[config.mk]
export PLATFORM = sky130hd
export DESIGN_NAME = pdt_top
export DESIGN_NICKNAME = d
export VERILOG_FILES = /design/src/inc/pdt_pkg.sv /design/src/hdl/pdt_ratio.sv /design/src/hdl/pdt_top.sv
export SDC_FILE = /design/constraint.sdc
export NUM_CORES = 2
export LEC_CHECK = 0
export ABC_AREA = 1
export CORE_MARGIN = 3
export CORE_UTILIZATION = 51
export DETAILED_ROUTE_END_ITERATION = 10
export DONT_BUFFER_PORTS = 1
export GPL_TIMING_DRIVEN = 1
export PLACE_DENSITY_LB_ADDON = 0.1
export SYNTH_ARGS = -nofsm -noshare
export SYNTH_HDL_FRONTEND = slang
export SYNTH_SLANG_ARGS = --single-unit
[constraint.sdc]
create_clock -name hclk -period 14.87 [get_ports hclk]
set_input_delay 2.2305 -clock hclk [delete_from_list [all_inputs] [get_ports hclk]]
set_output_delay 2.2305 -clock hclk [all_outputs]
set_load 0.005 [all_outputs]
[src/inc/pdt_pkg.sv]
// Pulsed drive timer constants: register map, fields, resets, timing.
// Assumes a 40 MHz hclk.
package pdt_pkg;
    // --
    // Clock and time base
    // --
    localparam int CLK_HZ = 40000000;
    localparam int TICK_US = 1;
    localparam int TICK_CYC = CLK_HZ / 1000000 * TICK_US;
    // --
    // Limits: times in microseconds, frequencies in millihertz, duty in ppm
    // --
    localparam logic [31:0] PERIOD_MIN_US = 32'h3e8;
    localparam logic [31:0] PERIOD_MAX_US = 32'h4c_4b40;
    localparam logic [31:0] WIDTH_MIN_US = 32'h64;
    localparam logic [31:0] WIDTH_MAX_US = 32'hf_4240;
    localparam logic [31:0] FREQ_MIN_MHZ = 32'hc8;
    localparam logic [31:0] FREQ_MAX_MHZ = 32'hf_4240;
    localparam logic [31:0] MHZ_US_PRODUCT = 32'h3b9a_ca00;
    localparam logic [31:0] DUTY_MIN_PPM = 32'h14;
    localparam logic [31:0] DUTY_MAX_PPM = 32'hf_4236;
    localparam logic [31:0] PPM_FULL = 32'hf_4240;
    // --
    // Register offsets
    // --
    localparam logic [7:0] CTRL_OFS = 8'h00;
    localparam logic [7:0] STAT_OFS = 8'h04;
    localparam logic [7:0] IRQ_STAT_OFS = 8'h08;
    localparam logic [7:0] IRQ_MASK_OFS = 8'h0c;
    localparam logic [7:0] PERIOD_OFS = 8'h10;
    localparam logic [7:0] FREQ_OFS = 8'h14;
    localparam logic [7:0] WIDTH_OFS = 8'h18;
    localparam logic [7:0] DUTY_OFS = 8'h1c;
    localparam logic [7:0] MINPER_OFS = 8'h20;
    // --
    // Control fields
    // --
    localparam int CTRL_PULSED = 0;
    localparam int CTRL_EXT = 1;
    localparam int CTRL_HOLD_WIDTH = 2;
    // Status fields
    localparam int STAT_PULSED = 0;
    localparam int STAT_OUT_ON = 1;
    localparam int STAT_CC = 2;
    localparam int STAT_ILIM = 3;
    localparam int STAT_PLIM = 4;
    localparam int STAT_GATE = 5;
    // Interrupt event bits
    localparam int EV_MODE_ERR = 0;
    localparam int EV_REJECT = 1;
    localparam int EV_ILIM = 2;
    localparam int EV_PLIM = 3;
    localparam int EV_TRIG_DROP = 4;
    localparam int EV_BITS = 5;
    // --
    // Reset values and lamp blink timing
    // --
    localparam logic [31:0] PERIOD_RST = 32'h2710;
    localparam logic [31:0] FREQ_RST = 32'h1_86a0;
    localparam logic [31:0] WIDTH_RST = 32'h3e8;
    localparam logic [31:0] DUTY_RST = 32'h1_86a0;
    localparam logic [31:0] MINPER_RST = 32'h3e8;
    localparam int BLINK_MS = 250;
    localparam int BLINK_TICKS = BLINK_MS * 1000 / TICK_US;
endpackage

[src/hdl/pdt_ratio.sv]
// Shift-subtract divider: 64-bit by 32-bit, one quotient bit per cycle.
// Both operands are latched at start; the caller may move them after.
`timescale 1ns/10ps
module pdt_ratio (
    input wire logic hclk,
    input wire logic hresetn,
    input wire logic start,
    input wire logic [63:0] dividend,
    input wire logic [31:0] divisor,
    output logic busy,
    output logic done,
    output logic [31:0] quotient
);
    typedef struct packed {
        logic [63:0] rem;
        logic [63:0] quo;
        logic [31:0] dvs;
        logic [6:0] cnt;
        logic busy;
        logic done;
    } pdt_div_type;

    pdt_div_type s_r;
    pdt_div_type s_nxt;
    logic [64:0] trial;

    // One restoring step per cycle; 64 steps cover the widest product
    always_comb begin
        s_nxt = s_r;
        s_nxt.done = 1'b0;
        trial = {s_r.rem, s_r.quo[63]} - {33'h0, s_r.dvs};
        if (start && !s_r.busy) begin
            s_nxt.rem = 64'h0;
            s_nxt.quo = dividend;
            s_nxt.dvs = divisor;
            s_nxt.cnt = 7'h40;
            s_nxt.busy = 1'b1;
        end else if (s_r.busy) begin
            if (!trial[64]) begin
                s_nxt.rem = trial[63:0];
            end else begin
                s_nxt.rem = {s_r.rem[62:0], s_r.quo[63]};
            end
            s_nxt.quo = {s_r.quo[62:0], ~trial[64]};
            s_nxt.cnt = s_r.cnt - 7'h01;
            if (s_r.cnt == 7'h01) begin
                s_nxt.busy = 1'b0;
                s_nxt.done = 1'b1;
            end
        end
    end

    // State register
    always_ff @(posedge hclk or negedge hresetn) begin
        if (!hresetn) begin
            s_r <= '0;
        end else begin
            s_r <= s_nxt;
        end
    end

    assign busy = s_r.busy;
    assign done = s_r.done;
    // Saturate: a zero divisor gives all ones rather than a trap
    assign quotient = (s_r.quo[63:32] != 32'h0) ? 32'hffff_ffff : s_r.quo[31:0];
endmodule

[src/hdl/pdt_top.sv]
// Pulsed drive timer: registers, period timer, trigger qualifier, gate.
// Trigger, limit and regulation inputs are synchronous to hclk.
//
// Added by the designer: the register addresses and the AHB-Lite interface to the registers.
`timescale 1ns/10ps

// How it works
// - Reset leaves pulsed drive off; output stays in steady mode.
// - Pulsed on/off change accepted only while laser output is off.
// - Enabling outside constant current is refused and flags a mode error.
// - Internal source fires pulses every programmed period while enabled and on.
// - External source gives one pulse per accepted rising trigger edge that arrives while the gate is low.
// - Period is clamped between 1 ms and 5 s.
// - Writing period or frequency recomputes the other as its reciprocal.
// - Duty cycle clamped 0.002% to 99.999%, limited by period.
// - Pulse width clamped 100 us to 1 s for either source.
// - Hold bit picks duty or width kept; other recomputed on period change.
// - External edges closer than minimum period to last accepted are ignored.
// - External mode frequency is measured; writes to it are dropped.
// - At limits set flags, blink output-on lamp, clip the drive.
module pdt_top (
    input wire logic hclk,
    input wire logic hresetn,
    input wire logic hsel,
    input wire logic [31:0] haddr,
    input wire logic [1:0] htrans,
    input wire logic hwrite,
    input wire logic [2:0] hsize,
    input wire logic [31:0] hwdata,
    input wire logic hready,
    output logic hreadyout,
    output logic hresp,
    output logic [31:0] hrdata,
    input wire logic laser_output_on,
    input wire logic const_current,
    input wire logic ext_trigger,
    input wire logic at_current_limit,
    input wire logic at_power_limit,
    output logic pulse_gate,
    output logic drive_clip,
    output logic on_lamp,
    output logic irq
);
    typedef enum logic [2:0] {
        CALC_IDLE = 3'b001,
        CALC_DIV = 3'b010,
        CALC_MUL = 3'b100
    } pdt_calc_type;

    typedef struct packed {
        logic wpend;
        logic [7:0] waddr;
        logic pulsed_drive_mode;
        logic ext_src;
        logic hold_width;
        logic [31:0] period;
        logic [31:0] freq;
        logic [31:0] width;
        logic [31:0] duty;
        logic [31:0] minper;
        logic [31:0] meas_freq;
        logic [4:0] ev_stat;
        logic [4:0] ev_mask;
        logic [5:0] pre;
        logic [31:0] phase;
        logic [31:0] since;
        logic seen_edge;
        logic [31:0] gate_cnt;
        logic gate;
        logic trig_d;
        logic lim_d_i;
        logic lim_d_p;
        logic [31:0] blink_cnt;
        logic blink;
        pdt_calc_type calc;
        logic from_freq;
        logic meas_div;
        logic [31:0] rdata;
    } pdt_state_type;

    pdt_state_type s_r;
    pdt_state_type s_nxt;
    logic div_start;
    logic [63:0] div_dividend;
    logic [31:0] div_divisor;
    logic div_busy;
    logic div_done;
    logic [31:0] div_q;
    logic [63:0] prod;
    logic [31:0] act_width;
    logic tick;
    logic start_pulse;
    logic rise;
    logic [31:0] wv;
    logic [4:0] ev;

    // --
    // Helpers
    // --
    function automatic logic [31:0] clamp(input logic [31:0] v, input logic [31:0] lo,
                                          input logic [31:0] hi);
        clamp = (v < lo) ? lo : ((v > hi) ? hi : v);
    endfunction

    pdt_ratio u_ratio (
        .hclk(hclk),
        .hresetn(hresetn),
        .start(div_start),
        .dividend(div_dividend),
        .divisor(div_divisor),
        .busy(div_busy),
        .done(div_done),
        .quotient(div_q)
    );

    // Pulse width actually used: never past the period in internal mode
    assign act_width = (!s_r.ext_src && s_r.width >= s_r.period) ?
                       s_r.period - 32'h1 : s_r.width;
    assign tick = (s_r.pre == 6'(pdt_pkg::TICK_CYC - 1));
    assign rise = ext_trigger && !s_r.trig_d;
    assign prod = s_r.hold_width ? 64'(s_r.width) * 64'(pdt_pkg::PPM_FULL) :
                  64'(s_r.duty) * 64'(s_r.period);

    // --
    // Next-state logic
    // --
    always_comb begin
        s_nxt = s_r;
        ev = 5'h0;
        wv = hwdata;
        div_start = 1'b0;
        div_dividend = 64'(pdt_pkg::MHZ_US_PRODUCT);
        div_divisor = s_r.period;
        start_pulse = 1'b0;
        s_nxt.trig_d = ext_trigger;
        s_nxt.pre = tick ? 6'h0 : s_r.pre + 6'h1;

        // Address phase capture; every transfer is zero wait, always OKAY
        if (hsel && hready && htrans[1]) begin
            s_nxt.wpend = hwrite;
            s_nxt.waddr = haddr[7:0];
            unique case (haddr[7:0])
                pdt_pkg::CTRL_OFS: s_nxt.rdata = {29'h0, s_r.hold_width, s_r.ext_src,
                                                  s_r.pulsed_drive_mode};
                pdt_pkg::STAT_OFS: s_nxt.rdata = {26'h0, s_r.gate, at_power_limit,
                                                  at_current_limit, const_current,
                                                  laser_output_on, s_r.pulsed_drive_mode};
                pdt_pkg::IRQ_STAT_OFS: s_nxt.rdata = {27'h0, s_r.ev_stat};
                pdt_pkg::IRQ_MASK_OFS: s_nxt.rdata = {27'h0, s_r.ev_mask};
                pdt_pkg::PERIOD_OFS: s_nxt.rdata = s_r.period;
                pdt_pkg::FREQ_OFS: s_nxt.rdata = s_r.ext_src ? s_r.meas_freq : s_r.freq;
                pdt_pkg::WIDTH_OFS: s_nxt.rdata = act_width;
                pdt_pkg::DUTY_OFS: s_nxt.rdata = s_r.duty;
                pdt_pkg::MINPER_OFS: s_nxt.rdata = s_r.minper;
                default: s_nxt.rdata = 32'h0;
            endcase
        end else begin
            s_nxt.wpend = 1'b0;
        end

        // Data phase writes
        if (s_r.wpend) begin
            unique case (s_r.waddr)
                pdt_pkg::CTRL_OFS: begin
                    s_nxt.ext_src = wv[pdt_pkg::CTRL_EXT];
                    s_nxt.hold_width = wv[pdt_pkg::CTRL_HOLD_WIDTH];
                    if (wv[pdt_pkg::CTRL_PULSED] != s_r.pulsed_drive_mode) begin
                        if (laser_output_on) begin
                            ev[pdt_pkg::EV_REJECT] = 1'b1;
                        end else if (wv[pdt_pkg::CTRL_PULSED] && !const_current) begin
                            ev[pdt_pkg::EV_MODE_ERR] = 1'b1;
                        end else begin
                            s_nxt.pulsed_drive_mode = wv[pdt_pkg::CTRL_PULSED];
                        end
                    end
                end
                pdt_pkg::IRQ_STAT_OFS: s_nxt.ev_stat = s_r.ev_stat & ~wv[4:0];
                pdt_pkg::IRQ_MASK_OFS: s_nxt.ev_mask = wv[4:0];
                pdt_pkg::PERIOD_OFS: begin
                    s_nxt.period = clamp(wv, pdt_pkg::PERIOD_MIN_US,
                                         pdt_pkg::PERIOD_MAX_US);
                    s_nxt.from_freq = 1'b0;
                    s_nxt.calc = CALC_DIV;
                end
                pdt_pkg::FREQ_OFS: begin
                    if (!s_r.ext_src) begin
                        s_nxt.freq = clamp(wv, pdt_pkg::FREQ_MIN_MHZ,
                                           pdt_pkg::FREQ_MAX_MHZ);
                        s_nxt.from_freq = 1'b1;
                        s_nxt.calc = CALC_DIV;
                    end
                end
                pdt_pkg::WIDTH_OFS: begin
                    s_nxt.width = clamp(wv, pdt_pkg::WIDTH_MIN_US,
                                        pdt_pkg::WIDTH_MAX_US);
                    s_nxt.hold_width = 1'b1;
                    s_nxt.calc = CALC_MUL;
                end
                pdt_pkg::DUTY_OFS: begin
                    s_nxt.duty = clamp(wv, pdt_pkg::DUTY_MIN_PPM,
                                       pdt_pkg::DUTY_MAX_PPM);
                    s_nxt.hold_width = 1'b0;
                    s_nxt.calc = CALC_MUL;
                end
                pdt_pkg::MINPER_OFS: s_nxt.minper = clamp(wv, pdt_pkg::PERIOD_MIN_US,
                                                          pdt_pkg::PERIOD_MAX_US);
                default: ;
            endcase
        end

        // Derived values: reciprocal first, then the non-held quantity
        unique case (s_r.calc)
            CALC_IDLE: begin
                if (s_r.meas_div && div_done) begin
                    s_nxt.meas_freq = div_q;
                    s_nxt.meas_div = 1'b0;
                end
            end
            CALC_DIV: begin
                if (div_done && !s_r.meas_div) begin // Done comes with busy low
                    if (s_r.from_freq) begin
                        s_nxt.period = clamp(div_q, pdt_pkg::PERIOD_MIN_US,
                                             pdt_pkg::PERIOD_MAX_US);
                    end else begin
                        s_nxt.freq = div_q;
                    end
                    s_nxt.calc = CALC_MUL;
                end else if (div_done) begin
                    s_nxt.meas_div = 1'b0;
                end else if (!div_busy && !s_r.meas_div) begin
                    div_divisor = s_r.from_freq ? s_r.freq : s_r.period;
                    div_start = 1'b1;
                end
            end
            CALC_MUL: begin
                if (div_done && !s_r.meas_div) begin
                    if (s_r.hold_width) begin
                        s_nxt.duty = clamp(div_q, pdt_pkg::DUTY_MIN_PPM,
                                           pdt_pkg::DUTY_MAX_PPM);
                    end else begin
                        s_nxt.width = clamp(div_q, pdt_pkg::WIDTH_MIN_US,
                                            pdt_pkg::WIDTH_MAX_US);
                    end
                    s_nxt.calc = CALC_IDLE;
                end else if (div_done) begin
                    s_nxt.meas_div = 1'b0;
                end else if (!div_busy && !s_r.meas_div) begin
                    // Held width gives duty; held duty gives width
                    div_dividend = prod;
                    div_divisor = s_r.hold_width ? s_r.period : pdt_pkg::PPM_FULL;
                    div_start = 1'b1;
                end
            end
            default: s_nxt.calc = CALC_IDLE;
        endcase

        // Pulse start sources: internal on the microsecond tick grid, external in the trigger edge cycle
        if (tick) begin
            s_nxt.phase = s_r.phase + 32'h1;
            if (s_r.since != 32'hffff_ffff) begin
                s_nxt.since = s_r.since + 32'h1;
            end
        end
        if (!s_r.pulsed_drive_mode || !laser_output_on || s_r.ext_src) begin
            s_nxt.phase = 32'h0;
        end else if (tick && s_r.phase == 32'h0) begin
            start_pulse = 1'b1;
        end else if (tick && s_r.phase >= s_r.period - 32'h1) begin
            s_nxt.phase = 32'h0;
        end
        if (s_r.ext_src && rise) begin
            if (s_r.seen_edge && s_r.since < s_r.minper) begin
                ev[pdt_pkg::EV_TRIG_DROP] = 1'b1;
            end else begin
                start_pulse = s_r.pulsed_drive_mode && laser_output_on;
                s_nxt.seen_edge = 1'b1;
                s_nxt.since = 32'h0;
                // Measure frequency from the accepted edge interval
                if (s_r.seen_edge && s_r.calc == CALC_IDLE && !div_busy) begin
                    div_divisor = s_r.since;
                    div_start = 1'b1;
                    s_nxt.meas_div = 1'b1;
                end
            end
        end

        // Gate: width counted in ticks; a new start while high is dropped
        if (!s_r.pulsed_drive_mode || !laser_output_on) begin
            s_nxt.gate = 1'b0;
            s_nxt.gate_cnt = 32'h0;
        end else if (start_pulse && !s_r.gate) begin
            s_nxt.gate = 1'b1;
            s_nxt.gate_cnt = 32'h0;
        end else if (s_r.gate && tick) begin
            s_nxt.gate_cnt = s_r.gate_cnt + 32'h1;
            if (s_r.gate_cnt >= act_width - 32'h1) begin
                s_nxt.gate = 1'b0;
            end
        end

        // Limit events and lamp blink
        s_nxt.lim_d_i = at_current_limit;
        s_nxt.lim_d_p = at_power_limit;
        ev[pdt_pkg::EV_ILIM] = at_current_limit && !s_r.lim_d_i;
        ev[pdt_pkg::EV_PLIM] = at_power_limit && !s_r.lim_d_p;
        if (tick) begin
            if (s_r.blink_cnt >= 32'(pdt_pkg::BLINK_TICKS - 1)) begin
                s_nxt.blink_cnt = 32'h0;
                s_nxt.blink = ~s_r.blink;
            end else begin
                s_nxt.blink_cnt = s_r.blink_cnt + 32'h1;
            end
        end

        // Sticky events: a new event beats a same-cycle clear
        s_nxt.ev_stat = s_nxt.ev_stat | ev;
    end

    // --
    // State register
    // --
    always_ff @(posedge hclk or negedge hresetn) begin
        if (!hresetn) begin
            s_r <= '0;
            s_r.pulsed_drive_mode <= 1'b0;
            s_r.period <= pdt_pkg::PERIOD_RST;
            s_r.freq <= pdt_pkg::FREQ_RST;
            s_r.width <= pdt_pkg::WIDTH_RST;
            s_r.duty <= pdt_pkg::DUTY_RST;
            s_r.minper <= pdt_pkg::MINPER_RST;
            s_r.calc <= CALC_IDLE;
        end else begin
            s_r <= s_nxt;
        end
    end

    // --
    // Outputs
    // --
    assign hreadyout = 1'b1;
    assign hresp = 1'b0;
    assign hrdata = s_r.rdata;
    // Steady mode passes the output state straight through
    assign pulse_gate = s_r.pulsed_drive_mode ? s_r.gate : laser_output_on;
    assign drive_clip = at_current_limit || at_power_limit;
    assign on_lamp = laser_output_on && (!drive_clip || s_r.blink);
    assign irq = |(s_r.ev_stat & s_r.ev_mask);
endmodule

* Word-level counts from Yosys, hierarchy flattened
Index checks and enable logic that the tools add are counted.
Word-level totals: bits of input ports 79, output and inout port bits 38, bits in read-only memories 0, word-level logic and storage cells 261, latch bits 0, memories 0, bits in registers 560, memory bits (writable) 0
Operators by class: eq/ne operators 23, $add $sub $neg 9, $mul 2, reduce and logical (&&, ||, !) cells 58, div/mod/pow operators 0, mux-type cells 108, shift-type cells 0, bitwise operators 9, magnitude comparators 18
Operators with widths (number):
- 32-bit two-way mux | 42
- 64-bit two-way mux | 11
- 32-bit one-hot mux with 9 select lines | 1
- 128-bit two-way mux | 2
- 33-bit two-way mux | 5
- 160-bit two-way mux | 1
- 32-bit by 1-bit adder with 32-bit output, second input constant | 4
- 32-bit by 20-bit > comparator with 1-bit output, second input constant | 4
- 32-bit >= comparator | 3
- 65-bit by 32-bit subtractor with 65-bit output | 1
- 8-bit by 5-bit equality test with 1-bit output, second input constant | 8
- 32-bit by 23-bit > comparator with 1-bit output, second input constant | 2
- 32-bit by 10-bit < comparator with 1-bit output, second input constant | 2
- 32-bit by 5-bit < comparator with 1-bit output, second input constant | 2
- 32-bit by 7-bit < comparator with 1-bit output, second input constant | 2
- 32-bit by 32-bit multiplier with 64-bit output | 1
- 32-bit one-hot mux with 2 select lines | 1
- 32-bit by 1-bit subtractor with 32-bit output, second input constant | 2
- 32-bit by 14-bit multiplier with 46-bit output, second input constant | 1
- 8-bit by 4-bit equality test with 1-bit output, second input constant | 4
- 32-bit by 18-bit >= comparator with 1-bit output, second input constant | 1
- 32-bit logical NOT | 1
- 32-bit < comparator | 1
- 32-bit by 8-bit < comparator with 1-bit output, second input constant | 1
- 40 further kinds | 124

* Logic depth before layout (Yosys ltp)
depth in word-level cells 11, gate-level depth with buffers 35, gate-level depth less buffers 34

* Modules after synthesis
Synthesis repeated with hierarchy kept, for this count alone.
Second synthesis, totals: cells, all modules 11003, area total of the unflattened synthesis 80671.1 um^2
Modules (own cells, without submodules):
- pdt_top | instances 1, sequential area each 9821.9 um^2, cells an instance 9300, area an instance 69232.6 um^2
- pdt_ratio | instances 1, sequential area each 4229.1 um^2, cells an instance 1703, area an instance 11438.5 um^2

* Worst setup path before layout
Ideal clock, no wire load.
path kind reg-to-reg, start register s_r[256] in the netlist's numbering, end register u_ratio.s_r[72] in the netlist's numbering, setup time 87 ps, path buffers 2, stages on the path, launching flop included 27, slack 7909 ps, clock period less this slack 6961 ps, required time 14783 ps, data arrival time 6874 ps, cells stage by stage dfstp_2 > clkbuf_1 > clkbuf_1 > nand2_1 > fa_1 > inv_1 > fa_1 > inv_1 > fa_1 > inv_1 > fa_1 > fa_1 > fa_1 > fa_1 > inv_1 > fa_1 > inv_1 > ha_1 > a21o_1 > a31oi_1 > o21ai_0 > o21bai_1 > a21o_1 > and2_1 > o21ai_0 > nand3_1 > o211ai_1
Between the ends: cells in the longest elaborated chain, start to end 7
RTL lines:
- from (decl) | line pdt_top.sv:81 | pdt_state_type s_r;
- from (signal assigned) | line pdt_top.sv:333 | s_r <= s_nxt;
- 32-bit by 32-bit multiplier with 64-bit output | line pdt_top.sv:122 | 64'(s_r.duty) * 64'(s_r.period);
- 64-bit two-way mux | line pdt_top.sv:121 | assign prod = s_r.hold_width ? 64'(s_r.width) * 64'(pdt_pkg::PPM_FULL) :
- 64-bit two-way mux | line pdt_top.sv:247 | end else if (!div_busy && !s_r.meas_div) begin
- 64-bit two-way mux | line pdt_top.sv:245 | end else if (div_done) begin
- 64-bit two-way mux | line pdt_top.sv:236 | if (div_done && !s_r.meas_div) begin
- 64-bit two-way mux | line pdt_top.sv:212 | unique case (s_r.calc)
- 128-bit two-way mux | line pdt_ratio.sv:32 | if (start && !s_r.busy) begin
- to (signal assigned) | line pdt_ratio.sv:58 | s_r <= s_nxt;
- to (decl) | line pdt_ratio.sv:23 | pdt_div_type s_r;
No other way between the ends. A chain may end at the register's enable or synchronous reset.

* Worst setup path after layout
start register s_r[264] in the netlist's numbering, end register u_ratio.s_r[68] in the netlist's numbering
The elaborated chain is that of the path after synthesis.

==> results_dict.tcl <==
set metrics [dict create \
    fin_tns_setup_ns 0 \
    clkTransAtPathRegs_ns 0.06 \
    syn-cell-area_mm2 0.08012 \
    timing.hold.worst.class "flip-flop to flip-flop" \
    cts_root_buffer "sky130_fd_sc_hd__clkbuf_16" \
    final.period_utilization_pct 57.82 \
    final.min_clock_period_ns 8.598 \
    leftover_overflow_at_the_end_of_global_routing 0 \
    grt_setup_unrepaired "no" \
    post_cts.repair.setup_buffers 0 \
    grt_util_all_layers_pct 37.20 \
    drive_above_1_share_pct 3.699 \
    antenna_violating_nets_remaining 0 \
    asyncSetResetFlopFracSynth_pct 100.0 \
    timing.critical_path.arrival_ns 9.18 \
    post_synthesis_net_count 12550 \
    timing_hold_violations_final 0 \
    ys_seq_area_share_pct 17.54 \
    synth.lib_cells_used.distinct 65 \
    final_count_of_pins_violating_max_slew 362 \
    timing.max_cap.violations 0 \
    detailroute.via_count 71390 \
    drt-wirelength-per-cell_um 23.58 \
    timing_worst_slew_pin_value_ns 1.909 \
    timing.critical_path.required_ns 15.46 \
    layout.nets 12260 \
    finalWeightedCongestion 1.065 \
    initial_core_utilization_pct 51.65 \
    cts.sink_count 560 \
    cts_resized 0 \
    achievable-frequency_mhz 116.3 \
    path_class "flip-flop to flip-flop" \
    dp.final_hpwl_um 236400 \
    fill_cells 15290 \
    via_per_inst 5.634 \
    clock_skew_ns 0.05156 \
    syn_inst 10860 \
    startpoint_type "flip-flop" \
    critical-path-max-stage-delay_ns 0.74 \
    relSlewSlack_pct -27.27 \
    multi_input_comb_area_mm2 0.05459 \
    finalSetupViolations 0 \
    dieArea_mm2 0.1619 \
    critPathMostFrequentCell "sky130_fd_sc_hd__fa_1" \
    run_status "finished with violations" \
    io_pins 117 \
    endpoint_kind "flip-flop" \
    path_max_fanout 25 \
    floorplan.core_area_mm2 0.1551 \
    tritoncts.num_buffers 70 \
    clock_tree.htree_level_count 3 \
    antenna_found_initial 9 \
    synth_seq_cells 560 \
    synth_enable_flop_cells 0 \
    drt_wl_total_um 298700 \
    tritoncts "done" \
    avgSynthCellArea_um2 7.380 \
    drt_first_pass_iters 6 \
    floorplan.die.height_um 402.4 \
    detailedRoute.firstIterationViolations 6677 \
    grt_start_max_net_pins 561 \
    cts-hold-fix-buffers 0 \
    yosysWarningCount 0 \
    fp_rows 144 \
    synth_flop_cell "sky130_fd_sc_hd__dfrtp_1" \
    crit_path_top_delay_cell "sky130_fd_sc_hd__dfrtp_1" \
    layout_overhead_on_the_synthesized_area_pct 4.838 \
    port_buffers 0 \
    drcViolationCount 0 \
    ff_latch_area_mm2 0.01406 \
    first_global_vias 72430 \
    die-width_um 402.4 \
    clock_latency_on_the_worst_skew_pair_ns 0.69 \
    wire_length_of_the_first_global_routing_pass_um 453300 \
    failing_checks "max-slew violations" \
    clock_path_buffers 3 \
]
worst max-delay path: cells and delay by family, from the launching register on:
kind / cells / cell delay [ns]
XOR/XNOR: 1 / 0.15
flip-flops: 1 / 0.74
AO/OA/AOI/OAI: 4 / 1.30
AND/OR/NAND/NOR: 6 / 0.74
buffers and inverters: 8 / 1.04
adder cells (fa/ha/maj): 9 / 4.46
synth_stat cells (16+ instances only):
master	number	share of area, %
sky130_fd_sc_hd__nor3_1	166	1.0
sky130_fd_sc_hd__nor4_1	39	0.30
sky130_fd_sc_hd__xnor2_1	65	0.71
sky130_fd_sc_hd__clkbuf_1	341	1.6
sky130_fd_sc_hd__a21o_1	21	0.20
sky130_fd_sc_hd__o21a_1	18	0.17
sky130_fd_sc_hd__xor2_1	118	1.3
sky130_fd_sc_hd__or2_2	18	0.14
sky130_fd_sc_hd__buf_1	42	0.20
sky130_fd_sc_hd__mux2_2	18	0.25
sky130_fd_sc_hd__dfstp_2	30	0.98
sky130_fd_sc_hd__ha_1	585	9.1
sky130_fd_sc_hd__o22ai_1	54	0.42
sky130_fd_sc_hd__nand2_1	2488	12
sky130_fd_sc_hd__buf_2	50	0.31
sky130_fd_sc_hd__nor2_1	869	4.1
sky130_fd_sc_hd__dfrtp_1	530	17
sky130_fd_sc_hd__nand3b_1	20	0.19
sky130_fd_sc_hd__o21bai_1	23	0.22
sky130_fd_sc_hd__inv_1	2497	12
sky130_fd_sc_hd__o21ai_0	456	2.8
sky130_fd_sc_hd__buf_4	42	0.39
sky130_fd_sc_hd__a21oi_1	387	2.4
sky130_fd_sc_hd__a211oi_1	47	0.44
sky130_fd_sc_hd__fa_1	1032	26
sky130_fd_sc_hd__o221ai_1	22	0.24
sky130_fd_sc_hd__a22oi_1	28	0.26
sky130_fd_sc_hd__a31oi_1	66	0.52
sky130_fd_sc_hd__nand3_1	426	2.7
sky130_fd_sc_hd__nand4_1	95	0.74
sky130_fd_sc_hd__o21ai_1	16	0.10
sky130_fd_sc_hd__o211ai_1	72	0.67
sky130_fd_sc_hd__nor2_2	18	0.14
sky130_fd_sc_hd__nand2_2	18	0.14
cells in the final DEF (no fill, tap or decap), types with 19 or more instances in the layout:
master,synthesis,final
sky130_fd_sc_hd__nand2_1,2488,2487
sky130_fd_sc_hd__fa_1,1032,1032
sky130_fd_sc_hd__nand3_1,426,424
sky130_fd_sc_hd__a22oi_1,28,28
sky130_fd_sc_hd__nand4_1,95,95
sky130_fd_sc_hd__nand3b_1,20,20
sky130_fd_sc_hd__nand2_2,18,19
sky130_fd_sc_hd__nor2_1,869,867
sky130_fd_sc_hd__o221ai_1,22,22
sky130_fd_sc_hd__xor2_1,118,118
sky130_fd_sc_hd__buf_4,42,119
sky130_fd_sc_hd__a211oi_1,47,47
sky130_fd_sc_hd__inv_1,2497,2496
sky130_fd_sc_hd__clkbuf_16,0,72
sky130_fd_sc_hd__o22ai_1,54,54
sky130_fd_sc_hd__a21oi_1,387,387
sky130_fd_sc_hd__xnor2_1,65,65
sky130_fd_sc_hd__dfstp_2,30,30
sky130_fd_sc_hd__nor2_2,18,19
sky130_fd_sc_hd__ha_1,585,585
sky130_fd_sc_hd__nor3_1,166,163
sky130_fd_sc_hd__o211ai_1,72,72
sky130_fd_sc_hd__a21o_1,21,21
sky130_fd_sc_hd__a31oi_1,66,66
sky130_fd_sc_hd__o21bai_1,23,23
sky130_fd_sc_hd__nor4_1,39,39
sky130_fd_sc_hd__dfrtp_1,530,527
sky130_fd_sc_hd__o21ai_0,456,456
final timing paths:
check | startpoint | endpoint | slack, ns | cells past startpoint
hold reg to reg | s_r[71] | s_r[184] | 0.42 | 1
min in group asynchronous | hresetn | s_r[62] | 1.25 | 0
setup reg to reg | s_r[264] | u_ratio.s_r[68] | 6.27 | 28
max in group asynchronous | hresetn | s_r[348] | 12.03 | 0
setup / recovery | s_r[264] | u_ratio.s_r[68] | 6.27 | 28
hold / removal | s_r[71] | s_r[184] | 0.42 | 1
through the flow:
stage	std cells	hold slack [ns]	setup WS, ns	util (%)	area (um2)
6_report	12670	0.4248	6.272	54.15	84000
5_1_grt	12670	0.4425	6.012	54.14	83990
4_1_cts	12670	0.4287	6.452	54.14	83990
3_5_place_dp	12540	0.4234	6.439	52.56	81530
3_3_place_gp	12540	0.4110	6.545	52.56	81530
2_1_floorplan	10860	0.3996	7.909	-	80120
logic make-up after synthesis:
family / synth area share [%]
compound gates: 9.312
flops: 17.54
other cells: 0.009373
xor+xnor: 2.061
mux: 0.2530
buf+inv: 14.38
fa+ha+maj: 34.92
simple gates: 21.52
layout make-up:
| cell class | count | area share (%) |
|---|---|---|
| clock inverter | 31 | 0.4916 |
| sequential | 560 | 16.74 |
| multi-input combinational | 7302 | 64.99 |
| tap | 2044 | 3.045 |
| antenna | 3 | 0.008937 |
| inverter | 2513 | 11.23 |
| timing repair buffer | 119 | 1.064 |
| clock buffer | 99 | 2.432 |
registers in the layout (all words and copies together), names as in the netlist:
name / cells
u_ratio.done: 1
u_ratio.busy: 1
hrdata: 32
u_ratio.s_r: 167
s_r: 359
layer usage:
layer  track usage, %  part of all wire (%)
met1            49.48                    41
met2            58.28                    45
met3            6.526                   8.3
met4            19.37                   6.3
met5                0                0.0064
Power is not shown: default switching activity piles up to over one toggle a cycle in this logic, so the estimate is an artifact.
